--- src/verilog/mhp_pkg.sv ---
/*
  Package of the muxed bus host port: timing constants and the
  carrier structs shared by the port logic.
  Assumes a 100 MHz system clock.
*/
`default_nettype none
package mhp_pkg;

  // ****************************************************
  // Timing
  // ****************************************************
  localparam int unsigned CLK_PERIOD_NS      = 10;
  localparam int unsigned LOCKOUT_MIN_MS     = 20;
  localparam int unsigned LOCKOUT_MAX_MS     = 150;
  localparam int unsigned NS_PER_MS          = 1000000;
  // Lockout count: least time, rounded up
  localparam int unsigned LOCKOUT_CYCLES     =
    (LOCKOUT_MIN_MS * NS_PER_MS + CLK_PERIOD_NS - 1) / CLK_PERIOD_NS;
  // Read data appears this many cycles plus one after read strobe is seen low
  localparam int unsigned READ_DELAY_CYCLES  = 2;
  localparam int unsigned OSC_FREQ_HZ        = 32768;

  // ****************************************************
  // Widths and register layout
  // ****************************************************
  localparam int unsigned DATA_W             = 8;
  localparam int unsigned NUM_REGS           = 16;
  localparam logic [7:0]  REG_RESET          = 8'h00;
  localparam logic [7:0]  CTRL_ADDR          = 8'h0a;
  localparam int unsigned CTRL_PON_BIT       = 0;
  localparam int unsigned CTRL_OSC_OFF_BIT   = 1;
  localparam int unsigned CTRL_CHAIN_RST_BIT = 2;
  localparam logic [7:0]  FLAG_ADDR          = 8'h0c;
  localparam logic [7:0]  IEN_ADDR           = 8'h0b;

  // ****************************************************
  // Carrier types
  // ****************************************************
  typedef struct packed {
    logic       ale;
    logic       rd_n;
    logic       wr_n;
    logic       cs_n;
    logic [7:0] bus;
  } mhp_host_s;

  typedef struct packed {
    logic       main_power;
    logic       wake_irq;
    logic       wake_key_n;
  } mhp_power_s;

endpackage
`default_nettype wire

--- src/verilog/mhp_port.sv ---
/*
  Host access port: muxed address/data bus slave with register file,
  power-up access lockout, power-on control and interrupt request.
  Assumes host strobes are asynchronous to clock; two-way pins are
  resolved outside from the output enables.
*/
// Operation
// - The address on the bus is latched on the falling latch strobe.
// - Write data is stored into the addressed register on write rise.
// - Read data is driven only in the later part of the read low time.
// - When read goes high the bus is released.
// - After power-up access is refused for a lockout time, bypassed.
// - Without main power, key or wake interrupt asserts power-on low.
// - With main power, power-on follows a software control bit.
// - The timebase runs from a 32.768 kHz crystal at the osc pins.
// - An external 32.768 kHz clock may drive osc_in instead.
// - Select must be low during the strobe for any access to occur.
// - Interrupt request is low while an enabled flag is set.
`timescale 1ns/1ps
`default_nettype none
module mhp_port
  import mhp_pkg::*;
#(
  parameter int unsigned LOCKOUT_CNT = LOCKOUT_CYCLES
)
(
  input  wire logic             clock,
  input  wire logic             rst_b,
  input  wire logic             addr_latch_strobe,
  input  wire logic             read_strobe_n,
  input  wire logic             store_strobe_n,
  input  wire logic             device_select_n,
  input  wire logic [7:0]       muxed_bus_in,
  output var  logic [7:0]       muxed_bus_out,
  output var  logic             muxed_bus_oe,
  input  wire logic             main_power,
  input  wire logic             wake_irq,
  input  wire logic             wake_key_in_n,
  output var  logic             power_on_ctl_n_out,
  output var  logic             power_on_ctl_n_oe,
  output var  logic             intr_request_n_out,
  output var  logic             intr_request_n_oe,
  input  wire logic             osc_in,
  output var  logic             osc_out,
  output var  logic             access_ready
);

  initial
  begin
    if (LOCKOUT_CNT < 1)
      $error("LOCKOUT_CNT must be at least one");
  end

  // ****************************************************
  // Input synchronisers
  // ****************************************************
  mhp_host_s  host_m_q, host_q;
  mhp_power_s sup_m_q, sup_q;
  logic       osc_m_q, osc_q;

  // Two flops on every host pin input
  always_ff @(posedge clock)
  begin
    if (!rst_b)
    begin
      host_m_q <= '{ale: 1'b0, rd_n: 1'b1, wr_n: 1'b1, cs_n: 1'b1,
                    bus: 8'h00};
      host_q   <= '{ale: 1'b0, rd_n: 1'b1, wr_n: 1'b1, cs_n: 1'b1,
                    bus: 8'h00};
    end
    else
    begin
      host_m_q <= '{ale: addr_latch_strobe, rd_n: read_strobe_n,
                    wr_n: store_strobe_n, cs_n: device_select_n,
                    bus: muxed_bus_in};
      host_q   <= host_m_q;
    end
  end

  // Power and osc synchronisers
  always_ff @(posedge clock)
  begin
    if (!rst_b)
    begin
      sup_m_q <= '{main_power: 1'b0, wake_irq: 1'b0, wake_key_n: 1'b1};
      sup_q   <= '{main_power: 1'b0, wake_irq: 1'b0, wake_key_n: 1'b1};
      osc_m_q <= 1'b0;
      osc_q   <= 1'b0;
    end
    else
    begin
      sup_m_q <= '{main_power: main_power, wake_irq: wake_irq,
                   wake_key_n: wake_key_in_n};
      sup_q   <= sup_m_q;
      osc_m_q <= osc_in;
      osc_q   <= osc_m_q;
    end
  end

  // ****************************************************
  // Strobe edges and address latch
  // ****************************************************
  logic       ale_d1_q, wr_d1_q, cs_wr_q;
  logic [7:0] addr_q;
  logic       ale_fall, wr_rise;

  assign ale_fall = ale_d1_q & ~host_q.ale;
  assign wr_rise  = ~wr_d1_q & host_q.wr_n;

  // Edge history
  always_ff @(posedge clock)
  begin
    if (!rst_b)
    begin
      ale_d1_q <= 1'b0;
      wr_d1_q  <= 1'b1;
      cs_wr_q  <= 1'b0;
    end
    else
    begin
      ale_d1_q <= host_q.ale;
      wr_d1_q  <= host_q.wr_n;
      // Select must stand through the whole write strobe
      if (wr_d1_q && !host_q.wr_n)
        cs_wr_q <= ~host_q.cs_n;
      else if (!host_q.wr_n && host_q.cs_n)
        cs_wr_q <= 1'b0;
    end
  end

  // Address latch, with or without select
  always_ff @(posedge clock)
  begin
    if (!rst_b)
      addr_q <= 8'h00;
    else if (ale_fall)
      addr_q <= host_q.bus;
  end

  // ****************************************************
  // Power-up lockout
  // ****************************************************
  logic [31:0] lock_cnt_q;
  logic        access_ok;
  logic [7:0]  ctrl_q;
  logic        bypass;

  assign bypass    = ctrl_q[CTRL_OSC_OFF_BIT] | ctrl_q[CTRL_CHAIN_RST_BIT];
  assign access_ok = (lock_cnt_q == 32'h0) | bypass;

  // Counts down from power restore
  always_ff @(posedge clock)
  begin
    if (!rst_b || !sup_q.main_power)
      lock_cnt_q <= LOCKOUT_CNT;
    else if (lock_cnt_q != 32'h0)
      lock_cnt_q <= lock_cnt_q - 32'h1;
  end

  always_ff @(posedge clock)
  begin
    if (!rst_b)
      access_ready <= 1'b0;
    else
      access_ready <= access_ok & sup_q.main_power;
  end

  // ****************************************************
  // Register file
  // ****************************************************
  logic [7:0] regs_q [NUM_REGS];
  logic       wr_go;

  assign wr_go = wr_rise & cs_wr_q & access_ok & sup_q.main_power;

  // One flop bank per entry
  for (genvar i = 0; i < NUM_REGS; i++)
  begin : g_reg
    always_ff @(posedge clock)
    begin
      if (!rst_b)
        regs_q[i] <= REG_RESET;
      else if (wr_go && addr_q == 8'(i))
        regs_q[i] <= host_q.bus;
    end
  end

  assign ctrl_q = regs_q[CTRL_ADDR[3:0]];

  // ****************************************************
  // Read path
  // ****************************************************
  logic [1:0] rd_cnt_q;
  logic       rd_act;

  assign rd_act = ~host_q.rd_n & ~host_q.cs_n & access_ok
                  & sup_q.main_power;

  // Drive only after a delay into the read low time
  always_ff @(posedge clock)
  begin
    if (!rst_b || !rd_act)
    begin
      rd_cnt_q      <= 2'h0;
      muxed_bus_oe  <= 1'b0;
      muxed_bus_out <= 8'h00;
    end
    else
    begin
      if (rd_cnt_q != 2'(READ_DELAY_CYCLES))
        rd_cnt_q <= rd_cnt_q + 2'h1;
      muxed_bus_oe  <= (rd_cnt_q == 2'(READ_DELAY_CYCLES));
      muxed_bus_out <= (addr_q < 8'(NUM_REGS)) ?
                       regs_q[addr_q[3:0]] : 8'h00;
    end
  end

  // ****************************************************
  // Power-on control, interrupt, oscillator
  // ****************************************************
  logic irq_any;

  assign irq_any = |(regs_q[FLAG_ADDR[3:0]] & regs_q[IEN_ADDR[3:0]]);

  // Open drain power-on and interrupt pins
  always_ff @(posedge clock)
  begin
    if (!rst_b)
    begin
      power_on_ctl_n_oe  <= 1'b0;
      intr_request_n_oe  <= 1'b0;
    end
    else
    begin
      if (!sup_q.main_power)
        power_on_ctl_n_oe <= ~sup_q.wake_key_n | sup_q.wake_irq;
      else
        power_on_ctl_n_oe <= ctrl_q[CTRL_PON_BIT];
      intr_request_n_oe <= irq_any;
    end
  end

  assign power_on_ctl_n_out = 1'b0;
  assign intr_request_n_out = 1'b0;

  // Inverting oscillator stage toward the crystal
  always_ff @(posedge clock)
  begin
    if (!rst_b)
      osc_out <= 1'b0;
    else
      osc_out <= ~osc_q & ~ctrl_q[CTRL_OSC_OFF_BIT];
  end
endmodule
`default_nettype wire

--- config.mk ---
export PLATFORM = sky130hd
export DESIGN_NAME = mhp_port
export DESIGN_NICKNAME = d
export VERILOG_FILES = /design/src/verilog/mhp_pkg.sv /design/src/verilog/mhp_port.sv
export SDC_FILE = /design/constraint.sdc
export NUM_CORES = 1
export LEC_CHECK = 0
export BUFFER_PORTS_ARGS = -buffer_cell sky130_fd_sc_hd__buf_2
export CAP_MARGIN = 5
export CORE_MARGIN = 1
export CORE_UTILIZATION = 60
export CTS_CLUSTER_DIAMETER = 120
export DETAILED_ROUTE_END_ITERATION = 6
export GPL_ROUTABILITY_DRIVEN = 0
export MAX_ROUTING_LAYER = met4
export PLACE_DENSITY = 0.74
export REMOVE_ABC_BUFFERS = 1
export SLEW_MARGIN = 20
export SYNTH_ARGS = -nofsm -noshare
export SYNTH_HDL_FRONTEND = slang
export SYNTH_SLANG_ARGS = --single-unit
--- constraint.sdc ---
create_clock -name clock -period 3 [get_ports clock]
set_clock_uncertainty 0.1 [all_clocks]
set_input_delay 0.45 -clock clock [delete_from_list [all_inputs] [get_ports clock]]
set_output_delay 0.45 -clock clock [all_outputs]
set_load 0.005 [all_outputs]
==> qor.json, run 1 <==
{
  "run_status": "finished, violations left",
  "violations": "design-rule violations",
  "post_layout_power_mw": 6.41,
  "grt_max_degree": 35,
  "path_buf_inv": 1,
  "critical-path-slowest-cell": "sky130_fd_sc_hd__or4_4",
  "setup-violations-final": 0,
  "fin_nets": 771,
  "postRouteWirelength_um": 20400,
  "tritoncts": "yes",
  "rsz_0062_raised_after_global_routing": "no",
  "powerDensity_nw_per_um2": 619,
  "endpoint_required_time_on_the_critical_path_ns": 3.06,
  "clock-root-buffer": "sky130_fd_sc_hd__clkbuf_16",
  "postSynthRegisterBits": 218,
  "synth.top_cell.area_share": 0.422,
  "placed_cells": 911,
  "grt_pass1_vias": 5784,
  "ctsHtreeMaxLevel": 1,
  "worst_skew_pair.late_latency_ns": 0.50,
  "placementRows": 44,
  "routed_wire_length_per_instance_um": 21.5,
  "path_delay_family": "simple AND/OR/NAND/NOR gates",
  "critical_path_end_type": "flop",
  "num_io_pins": 33,
  "max_stage_delay_ns": 0.60,
  "power.leakage_nw": 3.54,
  "post-synth-top-area-cell": "sky130_fd_sc_hd__edfxtp_1",
  "net-switching-power_mw": 1.29,
  "slew_viol_final": 0,
  "timing.hold.worst_path_depth": 2,
  "via_per_inst": 6.26,
  "regToRegSetupSlack_ns": 0.16,
  "cts.sink_count": 218,
  "cts.clk_slew.worst_paths_ns": 0.06,
  "initial_antenna_violation_count": 2,
  "cts.repair.resized": 0,
  "final_min_period_over_clock_period": 0.946,
  "edff_count_synth": 128,
  "cp_cell_sequence": "or4_4 > nand4bb_4 > o31ai_4 > buf_12 > nand4_2 > nand2_1",
  "clk_path_buf_depth": 3,
  "timing.hold.worst.class": "in -> reg",
  "vias": 5969,
  "post_synth_num_cell_types": 59,
  "share_of_final_layout_standard_cells_stronger_than_drive_strength_1": 0.215,
  "netlist_top_cells_area": "sky130_fd_sc_hd__edfxtp_1 42%, sky130_fd_sc_hd__dfxtp_1 20%, sky130_fd_sc_hd__mux4_2 9.9%",
  "dieWidth_um": 125,
  "synthFlopType": "sky130_fd_sc_hd__edfxtp_1",
  "route.met3.wl_um": 1780,
  "reg2reg_depth": 6,
  "final-hold-violation-count": 0,
  "min_from": "device_select_n",
  "layout_area_overhead_pct": 13.5,
  "clock_power_share": 0.454,
  "cts_hold_repair.buffers": 0,
  "drtAntennaViolNets": 0,
  "coreArea_um2": 14700,
  "postCtsSetupRepairBufs": 0,
  "grt_pass1_wl_um": 32400,
  "fmaxAchievable_mhz": 352,
  "critical_path.reg2reg.startpoint": "lock_cnt_q[24]$_SDFFE_PP0P_",
  "synthCells": 709,
  "start_util": 0.620,
  "hold-path-endpoint": "host_m_q[8]$_SDFF_PN1_",
  "buffer_ports.inserted": 30,
  "grt_util_all_layers": 0.280,
  "place.detailed.hpwl_um": 13700,
  "detailedRoute.firstPassIterationCount": 7,
  "relSlewSlack": 0.372,
  "worst_hold_margin_ns": 0.0364,
  "cts_buffers": 22,
  "peak_supply_drop_uv": 557,
  "crit_path_max_fanout": 19,
  "globalRouteOverflowTotal": 0,
  "drc": 2,
  "max_slew.worst_pin.slew_ns": 0.939,
  "syn-mean-instance-area_um2": 12.9,
  "post_synth_instance_area_um2": 9120,
  "detail_route.wirelength.met1_um": 8240,
  "yosysWarningCount": 0,
  "drt-initial-drc-count": 544,
  "power.switching_fraction": 0.201,
  "reg2reg_to": "regs_q[6][6]$_SDFFCE_PN0P_",
  "power.share.sequential": 0.513,
  "detail_route_met2_wl_um": 9920,
  "fp.dieH_um": 125,
  "worst_setup_path_startpoint": "lock_cnt_q[24]$_SDFFE_PP0P_",
  "critical_path_arrival_ns": 2.90,
  "synth_seq_area_share": 0.619,
  "topRoutingLayerUsed": "met4",
  "power.share.combinational": 0.033,
  "die-area_um2": 15700,
  "internal_power_mw": 5.12,
  "synthArstFlopShare": 0,
  "cp_launch_type": "flop",
  "finish.cell_count_without_fillers": 953,
  "post-route-min-period_ns": 2.84,
  "max_cap_violations": 0,
  "setup.worst_path.class": "reg -> reg"
}
[layout by cell type, fill, tap and decap left out, types with 3 or more instances in the layout]
| cell | instances |
|---|---|
| sky130_fd_sc_hd__nor2_1 | 159 |
| sky130_fd_sc_hd__edfxtp_1 | 128 |
| sky130_fd_sc_hd__dfxtp_1 | 89 |
| sky130_fd_sc_hd__mux4_2 | 40 |
| sky130_fd_sc_hd__nand2_1 | 36 |
| sky130_fd_sc_hd__buf_2 | 30 |
| sky130_fd_sc_hd__clkbuf_16 | 27 |
| sky130_fd_sc_hd__and2_1 | 26 |
| sky130_fd_sc_hd__buf_4 | 25 |
| sky130_fd_sc_hd__a21oi_1 | 15 |
| sky130_fd_sc_hd__nor2b_1 | 13 |
| sky130_fd_sc_hd__or3_1 | 11 |
| sky130_fd_sc_hd__nand2b_1 | 9 |
| sky130_fd_sc_hd__nor3_1 | 9 |
| sky130_fd_sc_hd__o21ai_0 | 9 |
| sky130_fd_sc_hd__inv_1 | 8 |
| sky130_fd_sc_hd__mux2i_1 | 8 |
| sky130_fd_sc_hd__nand3_4 | 8 |
| sky130_fd_sc_hd__or4_1 | 8 |
| sky130_fd_sc_hd__nand3_1 | 8 |
| sky130_fd_sc_hd__xor2_1 | 7 |
| sky130_fd_sc_hd__nor4_1 | 6 |
| sky130_fd_sc_hd__o31ai_1 | 6 |
| sky130_fd_sc_hd__o211ai_1 | 5 |
| sky130_fd_sc_hd__o41ai_1 | 4 |
| sky130_fd_sc_hd__a22oi_1 | 4 |
| sky130_fd_sc_hd__nand3_2 | 4 |
| sky130_fd_sc_hd__nand4_2 | 4 |
| sky130_fd_sc_hd__clkbuf_8 | 4 |
| sky130_fd_sc_hd__clkbuf_1 | 4 |
| sky130_fd_sc_hd__nand4b_1 | 3 |
| sky130_fd_sc_hd__nand4_1 | 3 |
| sky130_fd_sc_hd__or4_4 | 3 |
| sky130_fd_sc_hd__o31ai_4 | 3 |
| sky130_fd_sc_hd__xnor2_1 | 3 |
[metal layers]
layer,vias up,GRT usage
met5,-,-
li1,2687,-
met2,305,0.447
met1,2923,0.369
met4,0,0.0775
met3,54,0.0548
[through the flow]
step	util	TNS [ns]	cell area, um^2	setup WS, ns
floorplan	-	-215.48	8930	-1.10
CTS	0.704	0	10300	0.168
global placement	0.650	0	9550	0.275
detailed placement	0.650	0	9550	0.176
finish	0.704	0	10400	0.161
global route	0.704	0	10400	0.0245
[flip-flops by register name (all words and copies together) (netlist names)]
register           cells
ale_d1_q               1
host_q                12
cs_wr_q                1
host_m_q              12
osc_m_q                1
osc_q                  1
lock_cnt_q            32
addr_q                 8
intr_request_n_oe      1
sup_q                  3
power_on_ctl_n_oe      1
regs_q               128
muxed_bus_out          8
rd_cnt_q               2
sup_m_q                3
osc_out                1
wr_d1_q                1
access_ready           1
muxed_bus_oe           1
[final cells by class]
cell class	instances	area, um^2
Sequential cell	218	5650
Inverter	8	30.0
Timing Repair Buffer	57	378
Clock buffer	35	746
Clock inverter	5	52.6
Fill cell	954	4350
Multi-Input combinational cell	444	3260
Tap cell	184	230
Antenna cell	2	5.00
[cells by family after synthesis]
logic type	Yosys count	share of synthesized area
AND/OR/NAND/NOR	324	0.191
flip-flops	218	0.619
AO/OA/AOI/OAI	58	0.0457
multiplexers	48	0.108
buffers and inverters	48	0.0243
XOR/XNOR	10	0.00961
adder cells (fa/ha/maj)	2	0.00274
other	1	0.000411
[worst max-delay path by stage]
stage	to	cells past startpoint	slack, ns
3_5_place_dp	regs_q[15][4]$_SDFFCE_PN0P_	6	0.18
2_1_floorplan	regs_q[15][0]$_SDFFCE_PN0P_	5	-1.10
6_report	regs_q[6][6]$_SDFFCE_PN0P_	6	0.16
4_1_cts	regs_q[14][6]$_SDFFCE_PN0P_	6	0.17
5_1_grt	regs_q[15][0]$_SDFFCE_PN0P_	6	0.02
3_3_place_gp	regs_q[15][7]$_SDFFCE_PN0P_	6	0.28
[Yosys cell counts (all sizes together) (8+ instances only)]
cell    count
o31ai       9
or3        14
mux2i       8
o21ai      11
dfxtp      90
nor2      159
or4        11
nor2b      13
nand2b      9
nand3      20
and2       26
edfxtp    128
nor3        9
clkbuf     25
mux4       40
inv         8
buf        15
nand2      36
a21oi      17
[power by group through the flow]
stage               Combinational (mW)  Clock (mW)  Sequential (mW)
floorplan                        0.127           0             3.33
global placement                 0.204           0             3.35
detailed placement               0.211           0             3.35
CTS                              0.212        2.94             3.29
global route                     0.229        3.05             3.29
finish                           0.212        2.91             3.29
No activity file was read; power rests on OpenSTA's default activity.
==> run 2, diff against run 1 <==
--- a/config.mk
+++ b/config.mk
@@ -5,9 +5,10 @@
 export SDC_FILE = /design/constraint.sdc
 export NUM_CORES = 1
 export LEC_CHECK = 0
+export ABC_AREA = 1
 export BUFFER_PORTS_ARGS = -buffer_cell sky130_fd_sc_hd__buf_2
 export CAP_MARGIN = 5
-export CORE_MARGIN = 1
+export CORE_MARGIN = 2
 export CORE_UTILIZATION = 60
 export CTS_CLUSTER_DIAMETER = 120
 export DETAILED_ROUTE_END_ITERATION = 6
==> qor.json, run 2 <==
{
  "routed_wire_length_per_instance": {"value": 17.7, "unit": "um", "change": "was 21.5 um"},
  "min_from": {"value": "muxed_bus_in[0]", "change": "was device_select_n"},
  "num_io_pins": {"value": 33, "change": "unchanged"},
  "slew_viol_final": {"value": 0, "change": "unchanged"},
  "powerDensity": {"value": 604, "unit": "nW/um^2", "change": "was 619 nW/um^2"},
  "timing.hold.worst.class": {"value": "in -> reg", "change": "unchanged"},
  "power.share.sequential": {"value": 0.531, "change": "was 0.513"},
  "finish.cell_count_without_fillers": {"value": 1190, "change": "was 953"},
  "synthCells": {"value": 956, "change": "was 709"},
  "antenna_cells": {"value": 0, "change": "was 2"},
  "relSlewSlack": {"value": 0.304, "change": "was 0.372"},
  "design_area": {"value": 10300, "unit": "um^2", "change": "was 10400 um^2"},
  "globalRouteOverflowTotal": {"value": 0, "change": "unchanged"},
  "drc": {"value": 0, "change": "was 2"},
  "cts.sink_count": {"value": 218, "change": "unchanged"},
  "synthFlopType": {"value": "sky130_fd_sc_hd__edfxtp_1", "change": "unchanged"},
  "cts_buffers": {"value": 22, "change": "unchanged"},
  "ctsHtreeMaxLevel": {"value": 1, "change": "unchanged"},
  "grt_pass1_vias": {"value": 6366, "change": "was 5784"},
  "layout.cells.most_common_list": {"value": "200 x sky130_fd_sc_hd__nand2_1, 190 x sky130_fd_sc_hd__nor2_1, 128 x sky130_fd_sc_hd__edfxtp_1, 90 x sky130_fd_sc_hd__dfxtp_1, 64 x sky130_fd_sc_hd__a22oi_1", "change": "was 159 x sky130_fd_sc_hd__nor2_1, 128 x sky130_fd_sc_hd__edfxtp_1, 89 x sky130_fd_sc_hd__dfxtp_1, 40 x sky130_fd_sc_hd__mux4_2, 36 x sky130_fd_sc_hd__nand2_1"},
  "die-area": {"value": 16400, "unit": "um^2", "change": "was 15700 um^2"},
  "max_slew.worst_pin.slew": {"value": 1.04, "unit": "ns", "change": "was 0.939 ns"},
  "placementRows": {"value": 45, "change": "was 44"},
  "worst_skew_pair.late_latency": {"value": 0.51, "unit": "ns", "change": "was 0.50 ns"},
  "final-hold-violation-count": {"value": 0, "change": "unchanged"},
  "post-synth-top-area-cell": {"value": "sky130_fd_sc_hd__edfxtp_1", "change": "unchanged"},
  "final_core_utilization": {"value": 0.680, "change": "was 0.704"},
  "internal_power": {"value": 4.82, "unit": "mW", "change": "was 5.12 mW"},
  "power.switching_fraction": {"value": 0.221, "change": "was 0.201"},
  "critical_path_end_type": {"value": "flop", "change": "unchanged"},
  "largest_register_ffs": {"value": 128, "change": "unchanged"},
  "grt_pass1_wl": {"value": 33300, "unit": "um", "change": "was 32400 um"},
  "coreArea": {"value": 15100, "unit": "um^2", "change": "was 14700 um^2"},
  "postSynthRegisterBits": {"value": 218, "change": "unchanged"},
  "worst_hold_margin": {"value": 0.0163, "unit": "ns", "change": "was 0.0364 ns"},
  "setup.worst_path.class": {"value": "reg -> reg", "change": "unchanged"},
  "max_cap_violations": {"value": 0, "change": "unchanged"},
  "drtAntennaViolNets": {"value": 0, "change": "unchanged"},
  "via_per_inst": {"value": 5.68, "change": "was 6.26"},
  "grt_util_all_layers": {"value": 0.271, "change": "was 0.280"},
  "detailedRoute.firstPassIterationCount": {"value": 5, "change": "was 7"},
  "yosysWarningCount": {"value": 0, "change": "unchanged"},
  "power.leakage": {"value": 4.00, "unit": "nW", "change": "was 3.54 nW"},
  "multi_input_comb_area": {"value": 3190, "unit": "um^2", "change": "was 3260 um^2"},
  "yosys.cell_count.top_type": {"value": "sky130_fd_sc_hd__nand2_1", "change": "was sky130_fd_sc_hd__nor2_1"},
  "layout_area_overhead": {"value": 11.2, "unit": "%", "change": "was 13.5%"},
  "drt-initial-drc-count": {"value": 566, "change": "was 544"},
  "fin_ws": {"value": 0.397, "unit": "ns", "change": "was 0.161 ns"},
  "cts.clk_slew.worst_paths": {"value": 0.06, "unit": "ns", "change": "about the same"},
  "fp.dieH": {"value": 128, "unit": "um", "change": "was 125 um"},
  "post_synth_num_cell_types": {"value": 35, "change": "was 59"},
  "fillCellCount": {"value": 1218, "change": "was 954"},
  "power.share.combinational": {"value": 0.048, "change": "was 0.033"},
  "synth.top_cell.area_share": {"value": 0.417, "change": "was 0.422"},
  "regMostFlops": {"value": "regs_q", "change": "unchanged"},
  "reg.largest.list": {"value": "regs_q (128), lock_cnt_q (32)", "change": "unchanged"},
  "rsz_0062_raised_after_global_routing": {"value": "no", "change": "unchanged"},
  "endpoint_required_time_on_the_critical_path": {"value": 3.07, "unit": "ns", "change": "was 3.06 ns"},
  "share_of_final_layout_standard_cells_stronger_than_drive_strength_1": {"value": 0.117, "change": "was 0.215"},
  "synth_seq_area_share": {"value": 0.612, "change": "was 0.619"},
  "initial_antenna_violation_count": {"value": 0, "change": "was 2"},
  "synth_commonest_cells": {"value": "200 x sky130_fd_sc_hd__nand2_1, 193 x sky130_fd_sc_hd__nor2_1, 128 x sky130_fd_sc_hd__edfxtp_1, 90 x sky130_fd_sc_hd__dfxtp_1, 64 x sky130_fd_sc_hd__a22oi_1", "change": "was 159 x sky130_fd_sc_hd__nor2_1, 128 x sky130_fd_sc_hd__edfxtp_1, 90 x sky130_fd_sc_hd__dfxtp_1, 40 x sky130_fd_sc_hd__mux4_2, 36 x sky130_fd_sc_hd__nand2_1"},
  "timing.hold.worst_path_depth": {"value": 3, "change": "was 2"},
  "clk_path_buf_depth": {"value": 3, "change": "unchanged"},
  "edff_count_synth": {"value": 128, "change": "unchanged"},
  "hold-path-endpoint": {"value": "host_m_q[0]$_SDFF_PN0_", "change": "was host_m_q[8]$_SDFF_PN1_"},
  "start_util": {"value": 0.611, "change": "was 0.620"},
  "post_layout_power": {"value": 6.19, "unit": "mW", "change": "was 6.41 mW"},
  "final_min_period_over_clock_period": {"value": 0.868, "change": "was 0.946"},
  "postRouteWirelength": {"value": 21100, "unit": "um", "change": "was 20400 um"},
  "layout_commonest_cell": {"value": "sky130_fd_sc_hd__nand2_1", "change": "was sky130_fd_sc_hd__nor2_1"},
  "place.detailed.hpwl": {"value": 13800, "unit": "um", "change": "was 13700 um"},
  "net-switching-power": {"value": 1.37, "unit": "mW", "change": "was 1.29 mW"},
  "postCtsSetupRepairBufs": {"value": 0, "change": "unchanged"},
  "syn-mean-instance-area": {"value": 9.64, "unit": "um^2", "change": "was 12.9 um^2"},
  "placed_cells": {"value": 1150, "change": "was 911"},
  "peak_supply_drop": {"value": 538, "unit": "uV", "change": "was 557 uV"},
  "reg2reg_to": {"value": "regs_q[6][2]$_SDFFCE_PN0P_", "change": "was regs_q[6][6]$_SDFFCE_PN0P_"},
  "synthArstFlopShare": {"value": 0, "change": "unchanged"},
  "setup-violations-final": {"value": 0, "change": "unchanged"},
  "reg2reg_depth": {"value": 9, "change": "was 6"},
  "totalNegativeSetupSlack": {"value": 0, "unit": "ns", "change": "unchanged"},
  "tritoncts": {"value": "yes", "change": "unchanged"},
  "critical_path_arrival": {"value": 2.67, "unit": "ns", "change": "was 2.90 ns"},
  "dpl_worst_slack": {"value": 0.430, "unit": "ns", "change": "was 0.176 ns"},
  "netlist_top_cells_area": {"value": "sky130_fd_sc_hd__edfxtp_1 42%, sky130_fd_sc_hd__dfxtp_1 20%, sky130_fd_sc_hd__nand2_1 8.1%", "change": "was sky130_fd_sc_hd__edfxtp_1 42%, sky130_fd_sc_hd__dfxtp_1 20%, sky130_fd_sc_hd__mux4_2 9.9%"},
  "clock-root-buffer": {"value": "sky130_fd_sc_hd__clkbuf_16", "change": "unchanged"},
  "clock_power_share": {"value": 0.421, "change": "was 0.454"},
  "place_area": {"value": 9570, "unit": "um^2", "change": "was 9550 um^2"},
  "crit_path_max_fanout": {"value": 22, "change": "was 19"},
  "vias": {"value": 6760, "change": "was 5969"},
  "grt_max_degree": {"value": 42, "change": "was 35"},
  "post-route-min-period": {"value": 2.60, "unit": "ns", "change": "was 2.84 ns"},
  "run_status": {"value": "finished clean", "change": "was finished, violations left"},
  "regArea": {"value": 5650, "unit": "um^2", "change": "about the same"},
  "cp_launch_type": {"value": "flop", "change": "unchanged"},
  "buffer_ports.inserted": {"value": 30, "change": "unchanged"},
  "dieWidth": {"value": 128, "unit": "um", "change": "was 125 um"},
  "fmaxAchievable": {"value": 384, "unit": "MHz", "change": "was 352 MHz"},
  "post_synth_instance_area": {"value": 9220, "unit": "um^2", "change": "was 9120 um^2"},
  "cts.repair.resized": {"value": 0, "change": "unchanged"},
  "critical_path.reg2reg.startpoint": {"value": "lock_cnt_q[0]$_SDFFE_PP0P_", "change": "was lock_cnt_q[24]$_SDFFE_PP0P_"},
  "fin_nets": {"value": 1006, "change": "was 771"},
  "cts_hold_repair.buffers": {"value": 0, "change": "unchanged"},
  "regToRegSetupSlack": {"value": 0.40, "unit": "ns", "change": "was 0.16 ns"}
}
run 2: cell types whose count changed after synthesis, sizes merged, moves of 40 or more:
cell	before	now
mux4	40	0
nor2	159	204
nor3	9	54
inv	8	51
a22oi	4	64
nand2	36	202
run 2: power groups by stage:
| stage | sequential [mW] | combinational [mW] | clock [mW] |
|---|---|---|---|
| CTS | 3.28 | 0.295 | 2.63 |
| floorplan | 3.33 | 0.181 | 0 |
| global route | 3.29 | 0.327 | 2.74 |
| detailed placement | 3.35 | 0.292 | 0 |
| finish | 3.29 | 0.297 | 2.61 |
| global placement | 3.35 | 0.285 | 0 |
run 2: cells by family (layout without fill, tap and decap cells):
logic type | count (synthesis) | count (layout) | synth area share
compound gates | 108 | 108 | 0.0801
xor+xnor | 23 | 23 | 0.0218
fa+ha+maj | 2 | 2 | 0.00271
buf+inv | 100 | 145 | 0.0432
flops | 218 | 218 | 0.612
other cells | 1 | 2 | 0.000407
simple gates | 504 | 504 | 0.240
run 2: final cells by class:
class                           instances  area share
Multi-Input combinational cell        639       0.311
Clock inverter                         10     0.00854
Clock buffer                           30      0.0586
Timing Repair Buffer                   45      0.0268
Inverter                               60      0.0220
Sequential cell                       218       0.550
Tap cell                              188      0.0229
run 2: worst max path at each step:
stage / to / start / depth (start not counted) / slack [ns]
final: regs_q[6][2]$_SDFFCE_PN0P_ / lock_cnt_q[0]$_SDFFE_PP0P_ / 9 / 0.40
after global routing: regs_q[3][5]$_SDFFCE_PN0P_ / lock_cnt_q[0]$_SDFFE_PP0P_ / 9 / 0.23
after CTS: regs_q[6][2]$_SDFFCE_PN0P_ / lock_cnt_q[0]$_SDFFE_PP0P_ / 9 / 0.41
after detailed placement: regs_q[6][6]$_SDFFCE_PN0P_ / lock_cnt_q[0]$_SDFFE_PP0P_ / 9 / 0.43
after global placement: regs_q[0][2]$_SDFFCE_PN0P_ / lock_cnt_q[0]$_SDFFE_PP0P_ / 9 / 0.53
after floorplan: regs_q[6][0]$_SDFFCE_PN0P_ / addr_q[1]$_SDFFE_PN0P_ / 6 / 0.20
run 2: critical path, stage by stage, from the launching register on:
cell and delay [ns]:
sky130_fd_sc_hd__dfxtp_1 0.33, sky130_fd_sc_hd__inv_1 0.07, sky130_fd_sc_hd__ha_1 0.25, sky130_fd_sc_hd__nand2_2 0.11, sky130_fd_sc_hd__nor2_4 0.15, sky130_fd_sc_hd__nand2_2 0.11
sky130_fd_sc_hd__o21ai_4 0.25, sky130_fd_sc_hd__and2_4 0.46, sky130_fd_sc_hd__nand2_1 0.11, sky130_fd_sc_hd__nand2_1 0.30
run 2: routing by layer:
metal	part of all wire	wire, um	track usage	up-vias
met5	0	0	-	-
met4	0.026	546	0.0737	0
met3	0.074	1560	0.0346	54
met2	0.48	10100	0.441	272
met1	0.42	8810	0.365	3153
li1	-	-	-	3281
==> run 3, diff against run 2 <==
--- a/config.mk
+++ b/config.mk
@@ -9,12 +9,12 @@
 export BUFFER_PORTS_ARGS = -buffer_cell sky130_fd_sc_hd__buf_2
 export CAP_MARGIN = 5
 export CORE_MARGIN = 2
-export CORE_UTILIZATION = 60
+export CORE_UTILIZATION = 61
 export CTS_CLUSTER_DIAMETER = 120
 export DETAILED_ROUTE_END_ITERATION = 6
 export GPL_ROUTABILITY_DRIVEN = 0
 export MAX_ROUTING_LAYER = met4
-export PLACE_DENSITY = 0.74
+export PLACE_DENSITY = 0.75
 export REMOVE_ABC_BUFFERS = 1
 export SLEW_MARGIN = 20
 export SYNTH_ARGS = -nofsm -noshare
==> qor.json, run 3 (same netlist as run 2, synthesis figures left out) <==
{
  "run_status": {"value": "finished clean", "change": "unchanged"},
  "vias": {"value": 6794, "change": "was 6760"},
  "setup.worst_path.class": {"value": "reg -> reg", "change": "unchanged"},
  "largest_register_ffs": {"value": 128, "change": "unchanged"},
  "post-route-min-period": {"value": 2.54, "unit": "ns", "change": "was 2.60 ns"},
  "setup-violations-final": {"value": 0, "change": "unchanged"},
  "critical-path-slowest-cell": {"value": "sky130_fd_sc_hd__and2_4", "change": "unchanged"},
  "clk_path_buf_depth": {"value": 3, "change": "unchanged"},
  "max_cap_violations": {"value": 0, "change": "unchanged"},
  "num_io_pins": {"value": 33, "change": "unchanged"},
  "clock_power_share": {"value": 0.432, "change": "was 0.421"},
  "max_slew.worst_pin.slew": {"value": 0.980, "unit": "ns", "change": "was 1.04 ns"},
  "regArea": {"value": 5650, "unit": "um^2", "change": "unchanged"},
  "power.switching_fraction": {"value": 0.214, "change": "was 0.221"},
  "ctsHtreeMaxLevel": {"value": 1, "change": "unchanged"},
  "rsz_0062_raised_after_global_routing": {"value": "no", "change": "unchanged"},
  "relSlewSlack": {"value": 0.344, "change": "was 0.304"},
  "grt_max_degree": {"value": 33, "change": "was 42"},
  "powerDensity": {"value": 612, "unit": "nW/um^2", "change": "was 604 nW/um^2"},
  "multi_input_comb_area": {"value": 3190, "unit": "um^2", "change": "unchanged"},
  "reg2reg_depth": {"value": 9, "change": "unchanged"},
  "grt_pass1_wl": {"value": 32600, "unit": "um", "change": "was 33300 um"},
  "clock-root-buffer": {"value": "sky130_fd_sc_hd__clkbuf_16", "change": "unchanged"},
  "start_util": {"value": 0.630, "change": "was 0.611"},
  "net-switching-power": {"value": 1.35, "unit": "mW", "change": "was 1.37 mW"},
  "initial_antenna_violation_count": {"value": 0, "change": "unchanged"},
  "postRouteWirelength": {"value": 20700, "unit": "um", "change": "was 21100 um"},
  "cp_cell_sequence": {"value": "inv_1 > ha_1 > nand2_2 > nor2_4 > nand2_2 > o21ai_4 > and2_4 > nand2_1 > nand2_1", "change": "unchanged"},
  "place_area": {"value": 9580, "unit": "um^2", "change": "was 9570 um^2"},
  "slew_viol_final": {"value": 0, "change": "unchanged"},
  "layout_area_overhead": {"value": 11.7, "unit": "%", "change": "was 11.2%"},
  "worst_skew_pair.late_latency": {"value": 0.50, "unit": "ns", "change": "was 0.51 ns"},
  "dieWidth": {"value": 127, "unit": "um", "change": "was 128 um"},
  "grt_pass1_vias": {"value": 6130, "change": "was 6366"},
  "layout.cells.most_common_list": {"value": "200 x sky130_fd_sc_hd__nand2_1, 190 x sky130_fd_sc_hd__nor2_1, 128 x sky130_fd_sc_hd__edfxtp_1, 90 x sky130_fd_sc_hd__dfxtp_1, 64 x sky130_fd_sc_hd__a22oi_1", "change": "unchanged"},
  "cts_buffers": {"value": 22, "change": "unchanged"},
  "fin_nets": {"value": 1010, "change": "was 1006"},
  "fin_ws": {"value": 0.463, "unit": "ns", "change": "was 0.397 ns"},
  "grt_util_all_layers": {"value": 0.268, "change": "was 0.271"},
  "max_stage_delay": {"value": 0.45, "unit": "ns", "change": "was 0.46 ns"},
  "power.share.sequential": {"value": 0.521, "change": "was 0.531"},
  "regToRegSetupSlack": {"value": 0.46, "unit": "ns", "change": "was 0.40 ns"},
  "peak_supply_drop": {"value": 497, "unit": "uV", "change": "was 538 uV"},
  "fp.dieH": {"value": 127, "unit": "um", "change": "was 128 um"},
  "coreArea": {"value": 14600, "unit": "um^2", "change": "was 15100 um^2"},
  "detailedRoute.firstPassIterationCount": {"value": 5, "change": "unchanged"},
  "internal_power": {"value": 4.95, "unit": "mW", "change": "was 4.82 mW"},
  "final_core_utilization": {"value": 0.703, "change": "was 0.680"},
  "fillCellCount": {"value": 1093, "change": "was 1218"},
  "final_min_period_over_clock_period": {"value": 0.846, "change": "was 0.868"},
  "final-hold-violation-count": {"value": 0, "change": "unchanged"},
  "die-area": {"value": 16100, "unit": "um^2", "change": "was 16400 um^2"},
  "routed_wire_length_per_instance": {"value": 17.4, "unit": "um", "change": "was 17.7 um"},
  "worst_setup_path_startpoint": {"value": "lock_cnt_q[0]$_SDFFE_PP0P_", "change": "unchanged"},
  "layout_commonest_cell": {"value": "sky130_fd_sc_hd__nand2_1", "change": "unchanged"},
  "drc": {"value": 0, "change": "unchanged"},
  "critical_path_arrival": {"value": 2.61, "unit": "ns", "change": "was 2.67 ns"},
  "cts.clk_slew.worst_paths": {"value": 0.06, "unit": "ns", "change": "about the same"},
  "fmaxAchievable": {"value": 394, "unit": "MHz", "change": "was 384 MHz"},
  "share_of_final_layout_standard_cells_stronger_than_drive_strength_1": {"value": 0.119, "change": "was 0.117"},
  "place.detailed.hpwl": {"value": 13700, "unit": "um", "change": "was 13800 um"},
  "postCtsSetupRepairBufs": {"value": 0, "change": "unchanged"},
  "buffer_ports.inserted": {"value": 30, "change": "unchanged"},
  "critical_path.reg2reg.startpoint": {"value": "lock_cnt_q[0]$_SDFFE_PP0P_", "change": "unchanged"},
  "power.leakage": {"value": 4.03, "unit": "nW", "change": "was 4.00 nW"},
  "cts_hold_repair.buffers": {"value": 0, "change": "unchanged"},
  "power.share.combinational": {"value": 0.047, "change": "was 0.048"},
  "endpoint_required_time_on_the_critical_path": {"value": 3.07, "unit": "ns", "change": "about the same"},
  "reg2reg_to": {"value": "regs_q[3][1]$_SDFFCE_PN0P_", "change": "was regs_q[6][2]$_SDFFCE_PN0P_"},
  "worst_setup_path_endpoint": {"value": "regs_q[3][1]$_SDFFCE_PN0P_", "change": "was regs_q[6][2]$_SDFFCE_PN0P_"},
  "regMostFlops": {"value": "regs_q", "change": "unchanged"},
  "drt-initial-drc-count": {"value": 736, "change": "was 566"},
  "via_per_inst": {"value": 5.71, "change": "was 5.68"},
  "totalNegativeSetupSlack": {"value": 0, "unit": "ns", "change": "unchanged"},
  "crit_path_max_fanout": {"value": 22, "change": "unchanged"},
  "drtAntennaViolNets": {"value": 0, "change": "unchanged"},
  "reg.largest.list": {"value": "regs_q (128), lock_cnt_q (32)", "change": "unchanged"},
  "cp_launch_type": {"value": "flop", "change": "unchanged"},
  "design_area": {"value": 10300, "unit": "um^2", "change": "about the same"},
  "antenna_cells": {"value": 0, "change": "unchanged"},
  "globalRouteOverflowTotal": {"value": 0, "change": "unchanged"},
  "timing.hold.worst.class": {"value": "in -> reg", "change": "unchanged"},
  "cts.sink_count": {"value": 218, "change": "unchanged"},
  "post_layout_power": {"value": 6.30, "unit": "mW", "change": "was 6.19 mW"},
  "dpl_worst_slack": {"value": 0.496, "unit": "ns", "change": "was 0.430 ns"},
  "tritoncts": {"value": "yes", "change": "unchanged"},
  "placementRows": {"value": 44, "change": "was 45"},
  "cts.repair.resized": {"value": 0, "change": "unchanged"},
  "critical_path_end_type": {"value": "flop", "change": "unchanged"}
}
-- run 3: cell types whose count changed in the layout (fill, tap and decap cells not counted), moves of 2 or more --
| cell | change |
|---|---|
| sky130_fd_sc_hd__clkbuf_16 | +2 |
| sky130_fd_sc_hd__clkinv_2 | -4 |
| sky130_fd_sc_hd__clkinv_1 | -2 |
| sky130_fd_sc_hd__buf_4 | +5 |
| sky130_fd_sc_hd__clkbuf_1 | +2 |
-- run 3: worst min-delay path by stage --
stage	cells after the start	to	start	slack, ns
detailed placement	2	host_q[0]$_SDFF_PN0_	host_m_q[0]$_SDFF_PN0_	0.30
floorplan	1	osc_out$_SDFF_PN0_	osc_q$_SDFF_PN0_	0.27
finish	3	sup_m_q[2]$_SDFF_PN0_	main_power	0.03
CTS	3	host_m_q[1]$_SDFF_PN0_	muxed_bus_in[1]	0.02
global placement	1	osc_out$_SDFF_PN0_	osc_q$_SDFF_PN0_	0.29
global route	3	sup_m_q[2]$_SDFF_PN0_	main_power	0.02
-- run 3: power groups by stage --
stage                     logic (mW)  registers [mW]  clock network [mW]
after floorplan                0.181            3.33                   0
after global placement         0.285            3.35                   0
after detailed placement       0.290            3.35                   0
after CTS                      0.292            3.29                2.74
after global routing           0.327            3.29                2.85
final                          0.295            3.29                2.72
-- run 3: per-layer routing --
metal	GRT usage	wire length (um)
met5	-	0
met4	0.0756	456
met3	0.0388	1480
met2	0.410	9540
met1	0.379	9190
-- run 3: through the flow --
stage / hold slack (ns) / std cells
after global routing: 0.0230 / 1189
after global placement: 0.290 / 1150
after detailed placement: 0.296 / 1150
after floorplan: 0.273 / 917
after CTS: 0.0177 / 1189
final: 0.0289 / 1189
-- run 3: cell type report --
| cell class | count | area share |
|---|---|---|
| Sequential cell | 218 | 0.548 |
| Multi-Input combinational cell | 639 | 0.309 |
| Clock buffer | 36 | 0.0657 |
| Timing Repair Buffer | 49 | 0.0284 |
| Tap cell | 184 | 0.0223 |
| Inverter | 60 | 0.0219 |
| Clock inverter | 3 | 0.00413 |
-- run 3: worst max-delay path, delay by kind of cell (launching register included) --
family | cells | cell delay (ns)
buffers and inverters | 1 | 0.08
adder cells (fa/ha/maj) | 1 | 0.24
AND/OR/NAND/NOR | 6 | 1.22
AO/OA/AOI/OAI | 1 | 0.23
flip-flops | 1 | 0.33
